===== src/verilog/adc_ctrl_map.svh =====
// Functional notes
// - Result code is input times 1024 over reference; 0x000 ground, 0x3FF full scale.
// - Reference field 7:6: 00 external pin, 01 analog supply, 10 reserved, 11 internal.
// - Reference or channel change during a conversion applies only after it completes.
// - Alignment bit 5 picks left or right adjust, effective immediately on reads.
// - Bit 4 of the channel/reference register reads zero and ignores writes.
// - Channel codes 0-7 pins, 1110 bandgap, 1111 ground, others reserved.
// - Enable bit 7 powers the converter; clearing it aborts a running conversion.
// - First conversion after enabling takes 25 converter clocks, later ones 13.
// - Start bit reads one while converting, zero after; writing zero does nothing.
// - With auto-trigger enabled, each rising trigger edge starts a conversion; edges arriving during a running conversion are ignored.
// - Done flag sets at completion; cleared by vector acknowledge or writing one.
// - Interrupt requested only when flag, its enable and global enable are set.
// - Divider field: 000 and 001 divide by 2, then 4 up to 128.
// - Right adjust: high byte holds bits 9:8; left: high 9:2, low 1:0 at 7:6.
// - After low byte read, result is frozen until high byte is read.
// - Free running restarts a conversion right after each completion.
// - Trigger select picks the source; code 000 is free running, no trigger event.
`ifndef ADC_CTRL_MAP_SVH
`define ADC_CTRL_MAP_SVH

`define ADDR_W             3
`define OFS_CHREF          3'h0
`define OFS_CTRL           3'h1
`define OFS_CTRLB          3'h2
`define OFS_RES_LO         3'h3
`define OFS_RES_HI         3'h4

`define CHREF_RESET        8'h00
`define CTRL_RESET         8'h00
`define CTRLB_RESET        8'h00

`define REF_HI             7
`define REF_LO             6
`define ALIGN_BIT          5
`define CH_HI              3
`define EN_BIT             7
`define START_BIT          6
`define ATE_BIT            5
`define FLAG_BIT           4
`define IE_BIT             3
`define DIV_HI             2
`define TS_HI              2

`define REF_SUPPLY         2'h1
`define REF_INTERNAL       2'h3
`define FREE_RUN_CODE      3'h0

`define FIRST_CONV_CYCLES  5'd25
`define NORMAL_CONV_CYCLES 5'd13
`define RESULT_MAX         10'h3FF

`endif


===== src/verilog/adc_ctrl_pkg.sv =====
package adc_ctrl_pkg;

    typedef enum logic [1:0] {
        ST_OFF,
        ST_IDLE,
        ST_CONVERT
    } conv_state_e;

    typedef logic [9:0] result_t;

endpackage


===== src/verilog/adc_conversion_control.sv =====
// The address-and-strobe port and the address map are this design's own decisions.
`timescale 1ns/1ps
`include "adc_ctrl_map.svh"
module adc_conversion_control
    import adc_ctrl_pkg::*;
(
    input  wire logic                sys_clk_i,
    input  wire logic                nrst_i,
    input  wire logic [`ADDR_W-1:0]  addr_i,
    input  wire logic [7:0]          wr_data_i,
    input  wire logic                wr_en_i,
    input  wire logic                rd_en_i,
    output logic [7:0]               rd_data_o,
    input  wire logic [7:0]          trigger_i,
    input  wire logic                irq_ack_i,
    input  wire logic                global_irq_enable_i,
    input  wire result_t             core_result_i,
    output logic                     irq_o,
    output logic                     core_power_o,
    output logic                     core_clk_o,
    output logic                     core_convert_o,
    output logic                     core_init_o,
    output logic [3:0]               core_channel_o,
    output logic [1:0]               core_reference_o,
    output logic                     core_ref_internal_o,
    output logic                     core_ref_supply_o
);

    // Software-visible fields
    logic [1:0]  reference_select;
    logic        result_left_align;
    logic [3:0]  channel_select;
    logic        converter_enable;
    logic        auto_trigger_enable;
    logic        conversion_done_flag;
    logic        conversion_done_irq_enable;
    logic [2:0]  converter_clock_divider;
    logic [2:0]  trigger_source_select;

    // Internal state
    conv_state_e state;
    conv_state_e next_state;
    logic [4:0]  cycle_count;
    logic [4:0]  next_cycle_count;
    logic        first_pending;
    logic        trigger_prev;
    result_t     result;
    logic        result_lock;
    logic        tick;
    logic [7:0]  result_high_byte;
    logic [7:0]  result_low_byte;

    // Address match shared by strobe decode and readback selection
    function automatic logic reg_hit(input logic [`ADDR_W-1:0] a,
                                     input logic [`ADDR_W-1:0] ofs);
        reg_hit = (a == ofs);
    endfunction

    // Bus decode
    wire wr_chref = wr_en_i && reg_hit(addr_i, `OFS_CHREF);
    wire wr_ctrl  = wr_en_i && reg_hit(addr_i, `OFS_CTRL);
    wire wr_ctrlb = wr_en_i && reg_hit(addr_i, `OFS_CTRLB);
    wire rd_lo    = rd_en_i && reg_hit(addr_i, `OFS_RES_LO);
    wire rd_hi    = rd_en_i && reg_hit(addr_i, `OFS_RES_HI);

    // Enable as it will stand after this cycle's write
    wire next_enable = wr_ctrl ? wr_data_i[`EN_BIT] : converter_enable;

    // Trigger selection and edge detection
    wire free_run     = (trigger_source_select == `FREE_RUN_CODE);
    wire trigger_sel  = !free_run
                        && trigger_i[trigger_source_select];
    wire trigger_edge = trigger_sel && !trigger_prev;

    // Start requests
    wire sw_start = wr_ctrl && wr_data_i[`START_BIT]
                    && wr_data_i[`EN_BIT];
    wire hw_start = auto_trigger_enable && converter_enable
                    && trigger_edge;
    wire start_any = sw_start || hw_start;

    // Conversion length and completion
    wire [4:0] conv_target = first_pending ? `FIRST_CONV_CYCLES
                                           : `NORMAL_CONV_CYCLES;
    wire busy  = (state == ST_CONVERT);
    wire done  = busy && tick
                 && (cycle_count == conv_target - 5'd1);
    wire again = done && auto_trigger_enable && free_run;
    wire fire  = !busy && start_any && next_enable;

    // Flag clear sources; completion wins over a clear
    wire flag_clear = (wr_ctrl && wr_data_i[`FLAG_BIT])
                      || irq_ack_i;
    wire next_flag  = done ? 1'b1
                    : (flag_clear ? 1'b0 : conversion_done_flag);

    // Selection reaches the core only between conversions
    wire hold_sel = busy && !done;

    // Register readback
    wire [7:0] chref_rd = {reference_select, result_left_align, 1'b0,
                           channel_select};
    wire [7:0] ctrl_rd  = {converter_enable, busy, auto_trigger_enable,
                           conversion_done_flag,
                           conversion_done_irq_enable,
                           converter_clock_divider};
    wire [7:0] ctrlb_rd = {5'h00, trigger_source_select};

    wire [7:0] rd_mux = reg_hit(addr_i, `OFS_CHREF)  ? chref_rd
                      : reg_hit(addr_i, `OFS_CTRL)   ? ctrl_rd
                      : reg_hit(addr_i, `OFS_CTRLB)  ? ctrlb_rd
                      : reg_hit(addr_i, `OFS_RES_LO) ? result_low_byte
                      : reg_hit(addr_i, `OFS_RES_HI) ? result_high_byte
                      : 8'h00;

    // Converter clock restarts at every conversion start
    clock_prescaler u_prescaler (
        .sys_clk_i  (sys_clk_i),
        .nrst_i     (nrst_i),
        .run_i      (converter_enable),
        .restart_i  (fire || again),
        .div_code_i (converter_clock_divider),
        .tick_o     (tick)
    );

    result_presenter u_presenter (
        .result_i     (result),
        .left_align_i (result_left_align),
        .high_o       (result_high_byte),
        .low_o        (result_low_byte)
    );

    // Conversion sequencer
    always_comb begin
        next_state       = state;
        next_cycle_count = cycle_count;
        case (state)
            ST_OFF: begin
                if (fire) begin
                    next_state       = ST_CONVERT;
                    next_cycle_count = 5'd0;
                end else if (next_enable) begin
                    next_state = ST_IDLE;
                end
            end
            ST_IDLE: begin
                if (fire) begin
                    next_state       = ST_CONVERT;
                    next_cycle_count = 5'd0;
                end
            end
            ST_CONVERT: begin
                if (again) begin
                    next_cycle_count = 5'd0;
                end else if (done) begin
                    next_state       = ST_IDLE;
                    next_cycle_count = 5'd0;
                end else if (tick) begin
                    next_cycle_count = cycle_count + 5'd1;
                end
            end
            default: begin
                next_state       = ST_OFF;
                next_cycle_count = 5'd0;
            end
        endcase
        if (!next_enable) begin
            next_state       = ST_OFF;
            next_cycle_count = 5'd0;
        end
    end

    always_ff @(posedge sys_clk_i or negedge nrst_i) begin
        if (!nrst_i) begin
            state       <= ST_OFF;
            cycle_count <= 5'd0;
        end else begin
            state       <= next_state;
            cycle_count <= next_cycle_count;
        end
    end

    // First conversion after enabling runs the long initialisation
    always_ff @(posedge sys_clk_i or negedge nrst_i) begin
        if (!nrst_i) begin
            first_pending <= 1'b1;
        end else if (!converter_enable) begin
            first_pending <= 1'b1;
        end else if (done) begin
            first_pending <= 1'b0;
        end
    end

    always_ff @(posedge sys_clk_i or negedge nrst_i) begin
        if (!nrst_i) begin
            trigger_prev <= 1'b0;
        end else begin
            trigger_prev <= trigger_sel;
        end
    end

    // Channel/reference register
    always_ff @(posedge sys_clk_i or negedge nrst_i) begin
        if (!nrst_i) begin
            reference_select  <= 2'(`CHREF_RESET >> `REF_LO);
            result_left_align <= 1'b0;
            channel_select    <= 4'h0;
        end else if (wr_chref) begin
            reference_select  <= wr_data_i[`REF_HI:`REF_LO];
            result_left_align <= wr_data_i[`ALIGN_BIT];
            channel_select    <= wr_data_i[`CH_HI:0];
        end
    end

    // Control/status register
    always_ff @(posedge sys_clk_i or negedge nrst_i) begin
        if (!nrst_i) begin
            converter_enable           <= 1'b0;
            auto_trigger_enable        <= 1'b0;
            conversion_done_irq_enable <= 1'b0;
            converter_clock_divider    <= 3'h0;
        end else if (wr_ctrl) begin
            converter_enable           <= wr_data_i[`EN_BIT];
            auto_trigger_enable        <= wr_data_i[`ATE_BIT];
            conversion_done_irq_enable <= wr_data_i[`IE_BIT];
            converter_clock_divider    <= wr_data_i[`DIV_HI:0];
        end
    end

    always_ff @(posedge sys_clk_i or negedge nrst_i) begin
        if (!nrst_i) begin
            conversion_done_flag <= 1'b0;
        end else begin
            conversion_done_flag <= next_flag;
        end
    end

    // Trigger source register
    always_ff @(posedge sys_clk_i or negedge nrst_i) begin
        if (!nrst_i) begin
            trigger_source_select <= 3'h0;
        end else if (wr_ctrlb) begin
            trigger_source_select <= wr_data_i[`TS_HI:0];
        end
    end

    // Result capture, frozen between low and high byte reads
    wire capture = done && !result_lock;

    always_ff @(posedge sys_clk_i or negedge nrst_i) begin
        if (!nrst_i) begin
            result <= 10'h000;
        end else if (capture) begin
            result <= core_result_i & `RESULT_MAX;
        end
    end

    always_ff @(posedge sys_clk_i or negedge nrst_i) begin
        if (!nrst_i) begin
            result_lock <= 1'b0;
        end else if (rd_hi) begin
            result_lock <= 1'b0;
        end else if (rd_lo) begin
            result_lock <= 1'b1;
        end
    end

    // Read data stands only in the cycle after the strobe
    wire [7:0] next_rd_data = rd_en_i ? rd_mux : 8'h00;
    wire       next_irq     = next_flag && conversion_done_irq_enable
                              && global_irq_enable_i;

    always_ff @(posedge sys_clk_i or negedge nrst_i) begin
        if (!nrst_i) begin
            rd_data_o <= 8'h00;
        end else begin
            rd_data_o <= next_rd_data;
        end
    end

    always_ff @(posedge sys_clk_i or negedge nrst_i) begin
        if (!nrst_i) begin
            irq_o <= 1'b0;
        end else begin
            irq_o <= next_irq;
        end
    end

    // Analog core controls
    wire ref_internal = (reference_select == `REF_INTERNAL);
    wire ref_supply   = (reference_select == `REF_SUPPLY);
    wire next_convert = (next_state == ST_CONVERT);
    // Init marks only the long first conversion, not a free-running follower
    wire next_init    = next_convert
                        && ((first_pending && !done) || !converter_enable);

    always_ff @(posedge sys_clk_i or negedge nrst_i) begin
        if (!nrst_i) begin
            core_channel_o   <= 4'h0;
            core_reference_o <= 2'h0;
        end else if (!hold_sel) begin
            core_channel_o   <= channel_select;
            core_reference_o <= reference_select;
        end
    end

    always_ff @(posedge sys_clk_i or negedge nrst_i) begin
        if (!nrst_i) begin
            core_ref_internal_o <= 1'b0;
            core_ref_supply_o   <= 1'b0;
        end else if (!hold_sel) begin
            core_ref_internal_o <= ref_internal;
            core_ref_supply_o   <= ref_supply;
        end
    end

    always_ff @(posedge sys_clk_i or negedge nrst_i) begin
        if (!nrst_i) begin
            core_power_o <= 1'b0;
        end else begin
            core_power_o <= next_enable;
        end
    end

    always_ff @(posedge sys_clk_i or negedge nrst_i) begin
        if (!nrst_i) begin
            core_clk_o <= 1'b0;
        end else begin
            core_clk_o <= tick;
        end
    end

    always_ff @(posedge sys_clk_i or negedge nrst_i) begin
        if (!nrst_i) begin
            core_convert_o <= 1'b0;
        end else begin
            core_convert_o <= next_convert;
        end
    end

    always_ff @(posedge sys_clk_i or negedge nrst_i) begin
        if (!nrst_i) begin
            core_init_o <= 1'b0;
        end else begin
            core_init_o <= next_init;
        end
    end

endmodule


===== src/verilog/clock_prescaler.sv =====
`timescale 1ns/1ps
module clock_prescaler (
    input  wire logic       sys_clk_i,
    input  wire logic       nrst_i,
    input  wire logic       run_i,
    input  wire logic       restart_i,
    input  wire logic [2:0] div_code_i,
    output logic            tick_o
);

    logic [6:0] count;
    wire  [6:0] limit;

    // Terminal count is divide factor minus one
    function automatic logic [6:0] div_limit(input logic [2:0] code);
        logic [7:0] factor;
        factor = 8'h01 << code;
        if (code < 3'h2) begin
            div_limit = 7'h01;
        end else begin
            div_limit = factor[6:0] - 7'h01;
        end
    endfunction

    assign limit = div_limit(div_code_i);

    always_ff @(posedge sys_clk_i or negedge nrst_i) begin
        if (!nrst_i) begin
            count  <= 7'h00;
            tick_o <= 1'b0;
        end else if (!run_i || restart_i) begin
            count  <= 7'h00;
            tick_o <= 1'b0;
        end else if (count >= limit) begin
            count  <= 7'h00;
            tick_o <= 1'b1;
        end else begin
            count  <= count + 7'h01;
            tick_o <= 1'b0;
        end
    end

endmodule


===== src/verilog/result_presenter.sv =====
`timescale 1ns/1ps
module result_presenter
    import adc_ctrl_pkg::*;
(
    input  wire result_t    result_i,
    input  wire logic       left_align_i,
    output logic [7:0]      high_o,
    output logic [7:0]      low_o
);

    // Alignment is applied at read time, so it acts immediately
    assign high_o = left_align_i ? result_i[9:2]
                                 : {6'h00, result_i[9:8]};
    assign low_o  = left_align_i ? {result_i[1:0], 6'h00}
                                 : result_i[7:0];

endmodule


===== config.mk =====
export PLATFORM = sky130hd
export DESIGN_NAME = adc_conversion_control
export DESIGN_NICKNAME = d
export VERILOG_FILES = /design/src/verilog/adc_ctrl_pkg.sv /design/src/verilog/adc_conversion_control.sv /design/src/verilog/clock_prescaler.sv /design/src/verilog/result_presenter.sv
export VERILOG_INCLUDE_DIRS = /design/src /design/src/verilog
export SDC_FILE = /design/constraint.sdc
export NUM_CORES = 1
export LEC_CHECK = 0
export ABC_AREA = 1
export BUFFER_PORTS_ARGS = -buffer_cell sky130_fd_sc_hd__buf_2
export CAP_MARGIN = 0
export CORE_MARGIN = 2
export CORE_UTILIZATION = 45
export CTS_BUF_LIST = sky130_fd_sc_hd__clkbuf_4
export DETAILED_ROUTE_END_ITERATION = 10
export GPL_TIMING_DRIVEN = 0
export PLACE_DENSITY = 0.69
export REMOVE_ABC_BUFFERS = 1
export SLEW_MARGIN = 20
export SYNTH_ARGS = -nofsm -noshare
export SYNTH_HDL_FRONTEND = slang
export SYNTH_SLANG_ARGS = --single-unit

===== constraint.sdc =====
create_clock -name sys_clk_i -period 2.97 [get_ports sys_clk_i]
set_input_delay 0.297 -clock sys_clk_i [delete_from_list [all_inputs] [get_ports sys_clk_i]]
set_output_delay 0.297 -clock sys_clk_i [all_outputs]
set_load 0.02 [all_outputs]

# [Word-level counts from Yosys, hierarchy flattened]
# Index checks and enable logic that the tools add are counted.
[op_classes] add_sub_neg=4 n_lt_le_gt_ge=3 n_eq_ne=13 n_shift=1 n_mux=35 reduce_logical=41
[ops] cell="$mux 8" count=8
[ops] cell="$mux 5" count=6
[ops] cell="$logic_and 1x1->1" count=24
[ops] cell="$mux 7" count=3
[ops] cell="$mux 1" count=10
[ops] cell="$mux 2" count=5
[ops] cell="$pmux 5 s2" count=1
[ops] cell="$add 7x1->7 const B" count=1
[ops] cell="$ge 7x7->1" count=1
[ops] cell="$shl 1x3->7 const A" count=1
[ops] cell="$sub 7x1->7 const B" count=1
[ops] cell="$eq 2x2->1 const B" count=3
[ops] cell="$eq 3x2->1 const B" count=2
[ops] cell="$logic_not 1->1" count=6
[ops] cell="$logic_not 3->1" count=2
[ops] cell="$pmux 2 s3" count=1
[ops] cell="$add 5x1->5 const B" count=1
[ops] cell="$eq 5x5->1" count=1
[ops] cell="$logic_or 1x1->1" count=5
[ops] cell="$ne 5x2->1 const B" count=1
[ops] cell="$sub 5x1->5 const B" count=1
[ops] cell="$eq 2x1->1 const B" count=2
[ops] cell="$lt 3x4->1 const B" count=1
[ops] cell="$bmux 1 s3" count=1
[ops] cell="9 further kinds" count=9
[word_totals] reg_bits=65 out_inout_bits=21 wordCells=123

# [Depth between registers and ports, before layout]
[logic_depth] word_depth=13 ltp_mapped=12

# [Cells and area by module]
# From an unflattened synthesis, not the netlist that was laid out.
[unflattened] hier_cells=418 hier_area_um2=3518.4
[modules_own_cells] module="adc_conversion_control" instances=1 cells_per_inst=289 area_per_inst_um2=2703.8
[modules_own_cells] module="clock_prescaler" instances=1 cells_per_inst=90 area_per_inst_um2=649.4
[modules_own_cells] module="result_presenter" instances=1 cells_per_inst=39 area_per_inst_um2=165.2

# [Least setup slack after synthesis]
# No wires, ideal clock.
[synth_timing] kind="flip-flop to flip-flop" startpoint="register converter_clock_divider[2]" endpoint="register u_prescaler.count[0]" arrival_ps=2010 path_slack_ps=885 stages_incl_launch_ff=11 n_path_buf=0 synth_period_minus_slack_ps=2085 cell_sequence="dfrtp_1 -> nor2_1 -> inv_1 -> ha_1 -> inv_1 -> ha_1 -> a21oi_1 -> o21ai_0 -> a211oi_1 -> nand4_1 -> nor2_1"
[synth_via] elab_chain_cells=6 elab_cells_between_ends=7 cone_classes="add/sub: 1; order compare: 2; shift: 1; mux: 3"
[synth_rtl] element="start, declared" line_no="adc_conversion_control.sv:37" text="logic [2:0] converter_clock_divider;"
[synth_rtl] element="start signal, assigned" line_no="adc_conversion_control.sv:226" text="converter_clock_divider <= wr_data_i[`DIV_HI:0];"
[synth_rtl] element="$shl 1x3->7" line_no="clock_prescaler.sv:17" text="factor = 8'h01 << code;"
[synth_rtl] element="$sub 7x1->7" line_no="clock_prescaler.sv:21" text="div_limit = factor[6:0] - 7'h01;"
[synth_rtl] element="$mux 7 *" line_no="clock_prescaler.sv:18" text="if (code < 3'h2) begin"
[synth_rtl] element="$ge 7x7->1 *" line_no="clock_prescaler.sv:34" text="end else if (count >= limit) begin"
[synth_rtl] element="$mux 7 *" line_no="clock_prescaler.sv:34"
[synth_rtl] element="$mux 7 *" line_no="clock_prescaler.sv:31" text="end else if (!run_i || restart_i) begin"
[synth_rtl] element="end signal, assigned" line_no="clock_prescaler.sv:38" text="count <= count + 7'h01;"
[synth_rtl] element="end, declared" line_no="clock_prescaler.sv:11" text="logic [6:0] count;"
# Mark *: on every way between the ends. The rest lies on a longest branch, timed or not.
# A chain may end at the register's enable or synchronous reset.

# [Final worst setup path]
[layout_timing] startpoint="register converter_clock_divider[1]" endpoint="register u_prescaler.count[2]"
# Same word-level chain as after synthesis.

==> run summary <==
Diodes inserted -> 0
clock latency on the worst-skew pair -> 420 ps
VDD IR max -> 0.265 mV
Leak Pwr -> 2.06 nW
outcome -> finished, final reports clean
Hold Crit Class -> input pin to flop
gp weighted congestion -> 0.874
commonest non-fill, non-tap cell in the layout -> nand2_1
Core Area -> 7180 um2
worst rel slew slack -> 49.5%
CTS tree -> yes
Final Hold Vio Count -> 0
Final Setup Violations -> 0
Netlist cell types -> 38
Hold Buf Count CTS -> 1
most frequent cells in the layout -> nand2_1 (95), dfrtp_1 (64), buf_2 (54)
drt pass-1 iters -> 4
Setup CP Type -> flop to flop
DIE AREA -> 8030 um2
synthesis-to-finish area growth -> 17.4%
final wirelength -> 7.25 mm
synthesized area -> 3300 um2
DR WL/cell -> 13.2 um
# IOs -> 56
CTS root buffer -> clkbuf_4
fmax -> 386 MHz
Yosys reg bits -> 65
clock slew seen by the registers of the worst setup and hold paths -> 120 ps
Post-layout nets -> 491
Final ANT Viol Nets -> 0
Tightest Pin Transition -> 754 ps
IO Port Bufs -> 55
first-pass GRT wire length -> 12.5 mm
via count -> 2748
max-cap violations -> 0
clk sinks -> 65
Critical Path End Type -> flop
Clock Path Buffers -> 2
WP data required -> 3310 ps
largest net degree at the start of global routing -> 56
DR DRC count -> 0
std cell rows -> 31
Tmin final -> 2590 ps
layout cells sized above 1 -> 21.6%
DP Cell Count -> 532
Mapped Cells -> 381
GRT Total Usage -> 20.6%
die height -> 89.6 um
Period Utilization, post-route -> 87.1%
Final Max Tran Viols -> 0
drt initial violations -> 135
startpoint types -> flop
initial antenna violation count -> 0
worst-path maximum fanout -> 7
pwr/cell area -> 574 nW/um2
Final TNS setup -> 0 ps
RSZ-0062 raised after global routing -> no
# Post-CTS Setup Buffers -> 0
DP HPWL -> 5.41 mm
Post-Syn Area per Cell -> 8.66 um2
flop2flop setup slack -> 380 ps
Resize count post-CTS -> 0
sequential area share after synthesis -> 49.3%
CTS buffer count -> 9
vias in the first global route -> 2659
Post-synth EDFFs -> 0
via density per instance -> 5.01
Synth async-reset ratio -> 100%
final cell count without fillers -> 549
CTS H-Tree Depth -> 3
Clock Skews -> 14.3 ps
Synth Flop Type -> dfrtp_1
WHS -> 74.2 ps
Initial Util -> 46.0%
YS warnings -> 0
Die W -> 89.6 um
total gr overflow -> 0
WP data arrival -> 2930 ps
[Yosys cell counts (2+ instances only)]
library cell | count | area, um2
inv_2 | 2 | 7.51
nand2_2 | 4 | 25.0
nor3_1 | 5 | 25.0
a31oi_1 | 3 | 18.8
nor2_2 | 3 | 18.8
ha_1 | 11 | 138
nor2_1 | 24 | 90.1
dfrtp_1 | 64 | 1600
a21oi_1 | 17 | 85.1
xnor2_1 | 2 | 17.5
a211oi_1 | 4 | 30.0
nand3_1 | 24 | 120
nand2_4 | 3 | 33.8
mux2_2 | 6 | 67.6
o21ai_0 | 34 | 170
nand3b_1 | 7 | 52.6
nand2_1 | 95 | 357
nor2_8 | 2 | 40.0
and3_1 | 2 | 12.5
xor2_1 | 3 | 26.3
inv_1 | 47 | 176
nand4_1 | 3 | 18.8
[metal layers]
metal	track usage, %	routed length, um	up-vias
li1	-	-	1376
met1	28.3	3420	1295
met2	31.7	3370	68
met3	5.58	374	9
met4	6.92	87	0
met5	0	0	-
[logic make-up (layout without fill, tap and decap cells)]
kind of cell               Yosys count  in the layout  share of synthesized area [%]
adders and majority gates           11             11                           4.17
DFF                                 65             65                           49.3
buffers and inverters               54            123                           6.67
other                                1              1                          0.114
AOI/OAI and AO/OA                   63             63                           10.8
muxes                                7              7                           2.39
xor gates and xnor gates             5              5                           1.33
and+or+nand+nor                    175            175                           25.2
[path summary, 6_finish.rpt]
path,end,from,depth (start not counted)
min reg2reg,core_clk_o,u_prescaler.tick_o,0
max,u_prescaler.count[2],converter_clock_divider[1],10
min,result[8],core_result_i[8],3
min in group asynchronous,u_prescaler.count[5],nrst_i,2
max in group asynchronous,first_pending,nrst_i,3
max reg2reg,u_prescaler.count[2],converter_clock_divider[1],10
[registers in the layout (all words and copies together) (netlist names), 2 cells and up]
signal / count
rd_data_o: 8
u_prescaler.count: 7
trigger_source_select: 3
converter_clock_divider: 3
reference_select: 2
core_channel_o: 4
cycle_count: 5
channel_select: 4
core_reference_o: 2
result: 10
state: 2
[metrics by stage]
stage	utilization [%]	total power [mW]	setup WS, ps	instance area (um2)
6_report	54.0	2.22	382	3870
2_1_floorplan	-	1.38	885	3270
3_3_place_gp	51.2	1.53	525	3670
4_1_cts	54.0	2.24	372	3870
3_5_place_dp	51.6	1.56	433	3700
5_1_grt	54.0	2.38	131	3870
[final cells by class]
type,instances,area [um2]
clock inverters,7,93.8
multi-input cells,262,1450
inverters,50,193
repair buffers,57,315
flip-flops and latches,65,1630
well taps,99,124
clock buffers,9,67.6
fillers,702,3300
[where the power goes]
group,switching [mW],leakage (nW),internal (mW)
logic,0.285,1.14,0.169
clock network,0.341,0.0839,0.341
registers,0.102,0.835,0.985
total,0.729,2.06,1.49
[critical path, stage by stage, from the launching register on]
cell and delay [ps]:
dfrtp_1 480, nor2_1 170, inv_1 60, ha_1 190, inv_1 60, ha_1 240, a21oi_1 150, o21ai_0 100
a211oi_1 630, nand4_1 280, nor2_1 150
No activity file was read; power rests on OpenSTA's default activity.
